[src/rtl/tra_pkg.sv]
// Purpose: constants and types for the terminal register channel
// Assumes: one 8-bit control byte and one 16-bit word per process data frame
// What this block does
// - Control bit 7 set marks the frame as a register access.
// - Control bit 6: one writes a register, zero reads it.
// - Control bits 5..0 hold the 6-bit register number.
// - Output data word is ignored during a read.
// - Read acknowledge: status byte equals control byte.
// - Write acknowledge: status byte equals control byte with bit 6 cleared.
// - Read returns the register value, high byte first.
// - Register 9 returns firmware version as two ASCII codes, first high.
// - User registers are write protected except code-word register 31.
// - Writing the unlock value to register 31 lifts the protection.
// - Any other value written to register 31 restores the protection.
// - New user register values take effect only after a restart.
// - Register 31 reads back the value last written to it.
// - Unlocked write to register 32 stores feature configuration, reads back unchanged.
// - Code-word register clears on every restart.
// - User register writes without prior unlock are discarded.
package tra_pkg;
    localparam int          CTRL_W      = 8;
    localparam int          DATA_W      = 16;
    localparam int          REGNUM_W    = 6;
    localparam int          BIT_REGMODE = 7;
    localparam int          BIT_WRITE   = 6;
    localparam logic [5:0]  REG_FWREV   = 6'h09;
    localparam logic [5:0]  REG_UNLOCK  = 6'h1f;
    localparam logic [5:0]  REG_FEATURE = 6'h20;
    localparam logic [15:0] UNLOCK_CODE = 16'h1235;
    localparam logic [15:0] UNLOCK_RST  = 16'h0000;
    localparam logic [15:0] FEATURE_RST = 16'h0000;
    localparam logic [7:0]  STATUS_RST  = 8'h00;
    localparam logic [15:0] RDWORD_RST  = 16'h0000;

    typedef struct packed {
        logic       regMode;
        logic       write;
        logic [5:0] regNum;
    } tra_ctrl_s;
endpackage : tra_pkg

[src/rtl/tra_store_reg.sv]
// Purpose: one 16-bit stored register with a staged active copy
// Assumes: restart pulse marks a terminal restart
// Notes:   active copy only follows the stored value on restart
`timescale 1ns/1ps
module tra_store_reg
    import tra_pkg::*;
#(
    parameter logic [15:0] RST_VAL = 16'h0000
)(
    // clock and reset
    input  wire logic        clk_sys,
    input  wire logic        rst_n,
    // control
    input  wire logic        wrEn,
    input  wire logic [15:0] wrData,
    input  wire logic        restart,
    // values
    output logic      [15:0] stored,
    output logic      [15:0] active
);
    logic [15:0] next_stored;
    logic [15:0] next_active;

    always_comb
    begin
        next_stored = wrEn ? wrData : stored;
        next_active = restart ? stored : active;
    end

    always_ff @(posedge clk_sys or negedge rst_n)
    begin
        if (!rst_n)
        begin
            stored <= RST_VAL;
            active <= RST_VAL;
        end
        else
        begin
            stored <= next_stored;
            active <= next_active;
        end
    end
endmodule : tra_store_reg

[src/rtl/tra_register_access.sv]
// Purpose: register channel multiplexed on the cyclic process data
// Assumes: control byte and output word valid every clock; host keeps its side
// Notes:   answer appears one clock after a new control byte
`timescale 1ns/1ps
module tra_register_access
    import tra_pkg::*;
#(
    parameter logic [15:0] FW_REVISION = 16'h3042  // arbitrary value
)(
    // clock and reset
    input  wire logic        clk_sys,
    input  wire logic        rst_n,
    // process data from the coupler
    input  wire logic [7:0]  ctrlByte,
    input  wire logic [15:0] hostWriteWord,
    input  wire logic        restart,
    // process data to the coupler
    output logic      [7:0]  statusByte,
    output logic      [15:0] deviceReadWord,
    // state
    output logic             unlocked,
    output logic      [15:0] featureActive
);
    tra_ctrl_s   ctrl;
    logic [7:0]  lastCtrl;
    logic        lastValid;
    logic [7:0]  next_lastCtrl;
    logic        next_lastValid;
    logic [7:0]  next_statusByte;
    logic [15:0] next_deviceReadWord;
    logic [15:0] unlockKey;
    logic [15:0] next_unlockKey;
    logic        next_unlocked;
    logic        newAccess;
    logic        featureWr;
    logic [15:0] featureStored;

    assign ctrl = tra_ctrl_s'(ctrlByte);
    // register access only on a fresh control byte with mode bit set
    assign newAccess = ctrl.regMode && (!lastValid || ctrlByte != lastCtrl);
    assign featureWr = newAccess && ctrl.write && ctrl.regNum == REG_FEATURE
                       && unlockKey == UNLOCK_CODE;

    tra_store_reg #(
        .RST_VAL (FEATURE_RST)
    ) u_feature (
        .clk_sys (clk_sys),
        .rst_n   (rst_n),
        .wrEn    (featureWr),
        .wrData  (hostWriteWord),
        .restart (restart),
        .stored  (featureStored),
        .active  (featureActive)
    );

    always_comb
    begin
        next_lastCtrl       = ctrlByte;
        next_lastValid      = 1'b1;
        next_statusByte     = statusByte;
        next_deviceReadWord = deviceReadWord;
        next_unlockKey      = unlockKey;
        if (newAccess)
        begin
            if (ctrl.write)
            begin
                next_statusByte = ctrlByte & ~(8'h01 << BIT_WRITE);
                if (ctrl.regNum == REG_UNLOCK)
                    next_unlockKey = hostWriteWord;
            end
            else
            begin
                next_statusByte = ctrlByte;
                case (ctrl.regNum)
                    REG_FWREV:   next_deviceReadWord = FW_REVISION;
                    REG_UNLOCK:  next_deviceReadWord = unlockKey;
                    REG_FEATURE: next_deviceReadWord = featureStored;
                    default:     next_deviceReadWord = RDWORD_RST;
                endcase
            end
        end
        else if (!ctrl.regMode)
            next_statusByte = STATUS_RST;
        if (restart)
            next_unlockKey = UNLOCK_RST;
        next_unlocked = next_unlockKey == UNLOCK_CODE;
    end

    always_ff @(posedge clk_sys or negedge rst_n)
    begin
        if (!rst_n)
        begin
            lastCtrl       <= STATUS_RST;
            lastValid      <= 1'b0;
            statusByte     <= STATUS_RST;
            deviceReadWord <= RDWORD_RST;
            unlockKey      <= UNLOCK_RST;
            unlocked       <= 1'b0;
        end
        else
        begin
            lastCtrl       <= next_lastCtrl;
            lastValid      <= next_lastValid;
            statusByte     <= next_statusByte;
            deviceReadWord <= next_deviceReadWord;
            unlockKey      <= next_unlockKey;
            unlocked       <= next_unlocked;
        end
    end
endmodule : tra_register_access

[config.mk]
export PLATFORM = sky130hd
export DESIGN_NAME = tra_register_access
export DESIGN_NICKNAME = d
export VERILOG_FILES = /design/src/rtl/tra_pkg.sv /design/src/rtl/tra_store_reg.sv /design/src/rtl/tra_register_access.sv
export SDC_FILE = /design/constraint.sdc
export NUM_CORES = 1
export LEC_CHECK = 0
export BUFFER_PORTS_ARGS = -buffer_cell sky130_fd_sc_hd__buf_4
export CORE_ASPECT_RATIO = 2
export CORE_UTILIZATION = 30
export DETAILED_ROUTE_END_ITERATION = 8
export GPL_ROUTABILITY_DRIVEN = 0
export PLACE_DENSITY = 0.55
export SKIP_LAST_GASP = 1
export SYNTH_ARGS = -nofsm -noshare
export SYNTH_HDL_FRONTEND = slang
export SYNTH_SLANG_ARGS = --single-unit
[constraint.sdc]
create_clock -name clk_sys -period 3.14 [get_ports clk_sys]
set_input_delay 0.628 -clock clk_sys [delete_from_list [all_inputs] [get_ports clk_sys]]
set_output_delay 0.628 -clock clk_sys [all_outputs]
set_load 0.005 [all_outputs]
==> impl_metrics.env, run 1 <==
export IMPL_outcome="finished clean"
export IMPL_clockBufferDepth=2
export IMPL_grt_pass1_vias=2475
export IMPL_postLayoutSetupSlackWorst_ps=878
export IMPL_cts_max_level=3
export IMPL_cts_resized=0
export IMPL_ir_drop_mv=0.288
export IMPL_antenna_found_initial=0
export IMPL_diodes=0
export IMPL_crit_type="reg -> reg"
export IMPL_synth_seq_area_share_pct=56.3
export IMPL_ys_warn_count=0
export IMPL_cts_tree="yes"
export IMPL_drt_wl_total_um=8230
export IMPL_cp_slowest_cell="nor4b_1"
export IMPL_final_nets=356
export IMPL_ctsHoldBuffers=0
export IMPL_hold_viol_final=0
export IMPL_ys_seq_elements=81
export IMPL_relSlewSlack_pct=29.7
export IMPL_cts_buffers=9
export IMPL_leakage_nw=2.24
export IMPL_hp_class="in -> reg"
export IMPL_fin_crit_ps=2260
export IMPL_fin_tns_setup_ps=0
export IMPL_worstMarginPinSlew_ps=1050
export IMPL_syn2layout_area_growth_pct=28.5
export IMPL_drive_gt1_share_pct=32.9
export IMPL_cp_start_kind="flip-flop"
export IMPL_fmax_mhz=442
export IMPL_cts_root_buf="clkbuf_16"
export IMPL_dp_cells=463
export IMPL_fin_cells=479
export IMPL_synthArstFlopShare_pct=100
export IMPL_ioPinCount=68
export IMPL_dpl_worst_slack_ps=588
export IMPL_syn_avg_cell_area_um2=13.8
export IMPL_power_density_nw_per_um2=542
export IMPL_coreArea_um2=11700
export IMPL_clock_sinks=81
export IMPL_max_cap_violations=0
export IMPL_synth_ff_type="dfrtp_1"
export IMPL_routedWlPerCell_um=17.2
export IMPL_setup_viol=0
export IMPL_worstSetupEndpointType="flip-flop"
export IMPL_final_common_cell="dfrtp_1"
export IMPL_grt_ovfl_total=0
export IMPL_crit_chain="nor4b_1 -> nand4_1 -> or4b_1 -> buf_4 -> mux2_1"
export IMPL_critPathArrivalTime_ps=2480
export IMPL_synth_edf_count=0
export IMPL_synthesis_instances=260
export IMPL_std_cell_rows=56
export IMPL_post_dp_hpwl_um=5860
export IMPL_vias=2269
export IMPL_portBuffers=66
export IMPL_syn_num_nets=287
export IMPL_drv_slew=0
export IMPL_die_w_um=79.5
export IMPL_cts_setup_buffers=0
export IMPL_grt_max_degree=82
export IMPL_path_max_fanout=16
export IMPL_firstDrtPassIters=4
export IMPL_drt_iter0_drc=86
export IMPL_fin_crit_sh_pct=72.0
export IMPL_final_antenna_net_count=0
export IMPL_drt_vias_per_instance=4.74
export IMPL_final_cell_mix="81 x dfrtp_1, 73 x buf_4, 32 x nand2b_1, 32 x mux2_1, 22 x mux2i_1"
export IMPL_cts_clk_slew_worst_paths_ps=60
export IMPL_cp_slowest_stage_delay_ps=480
export IMPL_skew_ps=7.43
export IMPL_initial_utilization_pct=30.8
export IMPL_die_area_um2=12500
export IMPL_drc=0
export IMPL_synth_cell_types=32
export IMPL_rsz0062_at_grt="false"
export IMPL_track_usage_pct=14.4
export IMPL_insertion_delay_ps=340
export IMPL_die_height_um=157
export IMPL_syn_area_um2=3600
export IMPL_grt_first_pass_wirelength_um=13100
export IMPL_crit_required_ps=3360
[cells in the mapped netlist, types with 2 or more instances]
cell type / count / share of area, %
a221o_1: 4 / 1.1
a22o_1: 12 / 2.9
buf_2: 4 / 0.56
clkbuf_1: 7 / 0.73
conb_1: 2 / 0.21
dfrtp_1: 81 / 56
mux2_1: 32 / 10
mux2_2: 7 / 2.2
mux2_4: 10 / 4.2
mux2i_1: 22 / 6.1
nand2_1: 3 / 0.31
nand2b_1: 32 / 5.6
nand3_1: 2 / 0.28
nand3b_1: 2 / 0.42
nand4_1: 3 / 0.52
nor2_1: 5 / 0.52
nor2b_1: 6 / 1.0
nor4b_1: 4 / 0.97
nor4bb_1: 2 / 0.56
xnor2_1: 8 / 1.9
[worst max-delay path: cells and delay by family, from the launching register on]
kind                   cells  cell delay, ps
multiplexers               1             330
buffers and inverters      1             250
flip-flops                 1             410
AND/OR/NAND/NOR            3            1150
[routing by layer]
layer  vias up  track usage (%)  part of all wire, %
met2        47             25.4                   56
met1      1153             15.7                   39
li1       1057                -                    -
met5         -                0                    0
met4         0             7.19                  2.4
met3        12             3.36                  3.4
[final cells by class]
| cell class | count | area, um^2 |
|---|---|---|
| well taps | 145 | 181 |
| multi-input cells | 164 | 1490 |
| clock inverters | 5 | 125 |
| flip-flops and latches | 81 | 2030 |
| clock buffers | 11 | 253 |
| fillers | 1151 | 7080 |
| repair buffers | 73 | 548 |
[metrics by stage]
| stage | total power [mW] | util, % | area, um^2 | hold WS (ps) |
|---|---|---|---|---|
| final | 2.51 | 39.5 | 4630 | 431 |
| after global routing | 2.60 | 39.5 | 4630 | 424 |
| after CTS | 2.54 | 39.5 | 4630 | 419 |
| after detailed placement | 1.22 | 36.3 | 4250 | 479 |
| after global placement | 1.22 | 36.3 | 4250 | 472 |
| after floorplan | 1.14 | - | 3600 | 332 |
[power breakdown]
group	switching (mW)	internal [mW]
combinational	0.0736	0.0612
clock	0.408	0.899
sequential	0.00637	1.06
[cells by family (layout without fill, tap and decap cells)]
kind of cell / count (synthesis) / in the layout / share of synthesized area, %
other: 2 / 2 / 0.209
multiplexers: 71 / 71 / 22.5
buffers and inverters: 15 / 89 / 2.47
XOR/XNOR: 8 / 8 / 1.95
flip-flops: 81 / 81 / 56.3
AO/OA/AOI/OAI: 17 / 17 / 4.34
AND/OR/NAND/NOR: 66 / 66 / 12.3
[sequential cells by signal, indices dropped and copies added, names as in the netlist]
register and cells:
deviceReadWord 16, u_feature.active 16, u_feature.stored 16, unlockKey 16, lastCtrl 8, statusByte 7
lastValid 1, unlocked 1
[final timing paths]
| path | slack [ps] | depth (start not counted) | startpoint | endpoint |
|---|---|---|---|---|
| worst max-delay path | 880 | 5 | unlockKey[10] | u_feature.stored[14] |
| worst min-delay path | 430 | 1 | ctrlByte[6] | lastCtrl[6] |
| worst max register to register | 880 | 5 | unlockKey[10] | u_feature.stored[14] |
| worst min register to register | 490 | 1 | u_feature.active[13] | u_feature.active[13] |
| max in group asynchronous | 1970 | 1 | rst_n | deviceReadWord[10] |
| min in group asynchronous | 440 | 1 | rst_n | statusByte[2] |
Power figures use the tool's default switching activity.
==> run 2: changes to the inputs <==
Clock period 3.14 ns to 2.1 ns, I/O delays scaled along.
==> run 2 against run 1 <==
Critical path depth is the same. Clock power rose by 19%. Sequential cell count unchanged. Maximum frequency increased by 9.7%. Design area increased by 3.8%. First-iteration DRC count up 22%. Via count up 3.1%. Sequential share of layout area decreased by 1.6 points. Total power is 35% higher. Clock-buffer cell count up 1. Global-route usage is 0.35 points higher. Largest cell class unchanged. Highest routed layer unchanged.
==> impl_metrics.env, run 2 (synthesis gave the netlist of run 1 again) <==
export IMPL_portBuffers=66
export IMPL_clockBufferDepth=2
export IMPL_postLayoutSetupSlackWorst_ps=37.6
export IMPL_die_height_um=157
export IMPL_antenna_found_initial=0
export IMPL_ir_drop_mv=0.352
export IMPL_power_density_nw_per_um2=704
export IMPL_drt_vias_per_instance=4.66
export IMPL_dpl_cell_area_um2=4480
export IMPL_cts_buffers=9
export IMPL_cts_clk_slew_worst_paths_ps=60
export IMPL_diodes=0
export IMPL_vias=2340
export IMPL_grt_max_degree=68
export IMPL_max_cap_violations=0
export IMPL_nFillCells=1142
export IMPL_syn2layout_area_growth_pct=33.3
export IMPL_critPathArrivalTime_ps=2270
export IMPL_drt_iter0_drc=105
export IMPL_multiInputGateArea_um2=1510
export IMPL_grt_pass1_vias=2550
export IMPL_grt_first_pass_wirelength_um=13700
export IMPL_crit_type="reg -> reg"
export IMPL_internal_power_mw=2.67
export IMPL_firstDrtPassIters=4
export IMPL_die_area_um2=12500
export IMPL_cts_max_level=3
export IMPL_cts_root_buf="clkbuf_16"
export IMPL_pwr_share_seq_pct=47.1
export IMPL_dpl_worst_slack_ps=-239
export IMPL_coreArea_um2=11700
export IMPL_ioPinCount=68
export IMPL_p_sw_uw=710
export IMPL_fin_crit_sh_pct=98.2
export IMPL_initial_utilization_pct=30.8
export IMPL_rsz0062_at_grt="true"
export IMPL_grt_ovfl_total=0
export IMPL_final_nets=380
export IMPL_grtUsageMet1_pct=16.1
export IMPL_leakage_nw=2.36
export IMPL_fin_util_pct=41.0
export IMPL_fin_crit_ps=2060
export IMPL_combPwrFrac_pct=6.8
export IMPL_top_usage_layer="met2"
export IMPL_crit_required_ps=2310
export IMPL_drive_gt1_share_pct=37.5
export IMPL_final_common_cell="buf_4"
export IMPL_p_clk_share_pct=46.1
export IMPL_use_met3_pct=2.55
export IMPL_worstMarginPinSlew_ps=946
export IMPL_clock_sinks=81
export IMPL_ff_latch_area_um2=2030
export IMPL_hold_viol_final=0
export IMPL_post_dp_hpwl_um=6250
export IMPL_final_cell_mix="92 x buf_4, 81 x dfrtp_1, 32 x nand2b_1, 32 x mux2_1, 22 x mux2i_1"
export IMPL_insertion_delay_ps=330
export IMPL_routedWlPerCell_um=17.0
export IMPL_cp_start_kind="flip-flop"
export IMPL_drc=0
export IMPL_final_antenna_net_count=0
export IMPL_path_max_fanout=16
export IMPL_skew_ps=6.18
export IMPL_ff2ff_setup_slack_ps=40
export IMPL_cts_tree="yes"
export IMPL_hp_class="in -> reg"
export IMPL_outcome="finished clean"
export IMPL_fin_area_um2=4800
export IMPL_relSlewSlack_pct=36.7
export IMPL_std_cell_rows=56
export IMPL_switching_share_pct=21.0
export IMPL_drt_wl_total_um=8520
export IMPL_holdWs_ps=244
export IMPL_fmax_mhz=485
export IMPL_worstSetupEndpointType="flip-flop"
export IMPL_grt_met2_usage_pct=27.5
export IMPL_die_w_um=79.5
export IMPL_track_usage_pct=14.8
export IMPL_drv_slew=0
export IMPL_setup_viol=0
[run 2: changes by cell type in the layout (fill, tap and decap cells not counted), sizes merged]
cell,previous run,this run
buf,73,96
bufinv,4,1
clkbuf,11,12
clkinv,1,2
dlygate4sd3,0,1
[run 2: power by group through the flow]
stage | combinational (mW) | sequential, mW | clock [mW]
after floorplan | 0.0862 | 1.62 | 0
after global placement | 0.231 | 1.62 | 0
after detailed placement | 0.235 | 1.62 | 0
after CTS | 0.237 | 1.59 | 1.59
after global routing | 0.253 | 1.59 | 1.67
final | 0.229 | 1.59 | 1.56
[run 2: layout make-up]
type	count	share of cell area, %
tap	145	3.78
multi-input combinational	164	31.5
clock buffer	12	5.34
sequential	81	42.2
clock inverter	3	0.834
timing repair buffer	97	16.3
[run 2: critical path: stages, from the launching register on]
cell     delay (ps)
dfrtp_1         400
nor4b_2         290
nand4_1         210
or4b_4          550
buf_12          180
mux2_1          310
[run 2: path summary, 6_finish.rpt]
path / from / to / cells after the start
worst min-delay path: ctrlByte[6] / lastCtrl[6] / 1
worst min register to register: u_feature.active[12] / u_feature.active[12] / 1
min in group asynchronous: rst_n / statusByte[0] / 2
max in group asynchronous: rst_n / deviceReadWord[5] / 3
worst max-delay path: unlockKey[1] / u_feature.stored[2] / 5
worst max register to register: unlockKey[1] / u_feature.stored[2] / 5
[run 2: what timing repair did]
item / 4_1_cts / 5_1_grt
gates resized for setup: 2 / 1
setup buffers: 0 / 0
pin swaps: 1 / 2
hold buffers: 1 / 0
endpoints found under the setup margin: 16 / 16
hold endpoints to repair: 14 / 0
[run 2: routing by layer]
metal  vias up  part of all wire, %  wire length [um]
met3        10                  2.4               204
met4         0                  1.8               157
met1      1183                   38              3280
li1       1102                    -                 -
met5         -                    0                 0
met2        45                   57              4880
[run 2: metrics by stage]
stage | instances | power [mW] | TNS [ps]
global route | 502 | 3.51 | -411
floorplan | 260 | 1.70 | -2950
CTS | 502 | 3.42 | 0
detailed placement | 486 | 1.85 | -5480
finish | 502 | 3.38 | 0
global placement | 486 | 1.85 | -4940
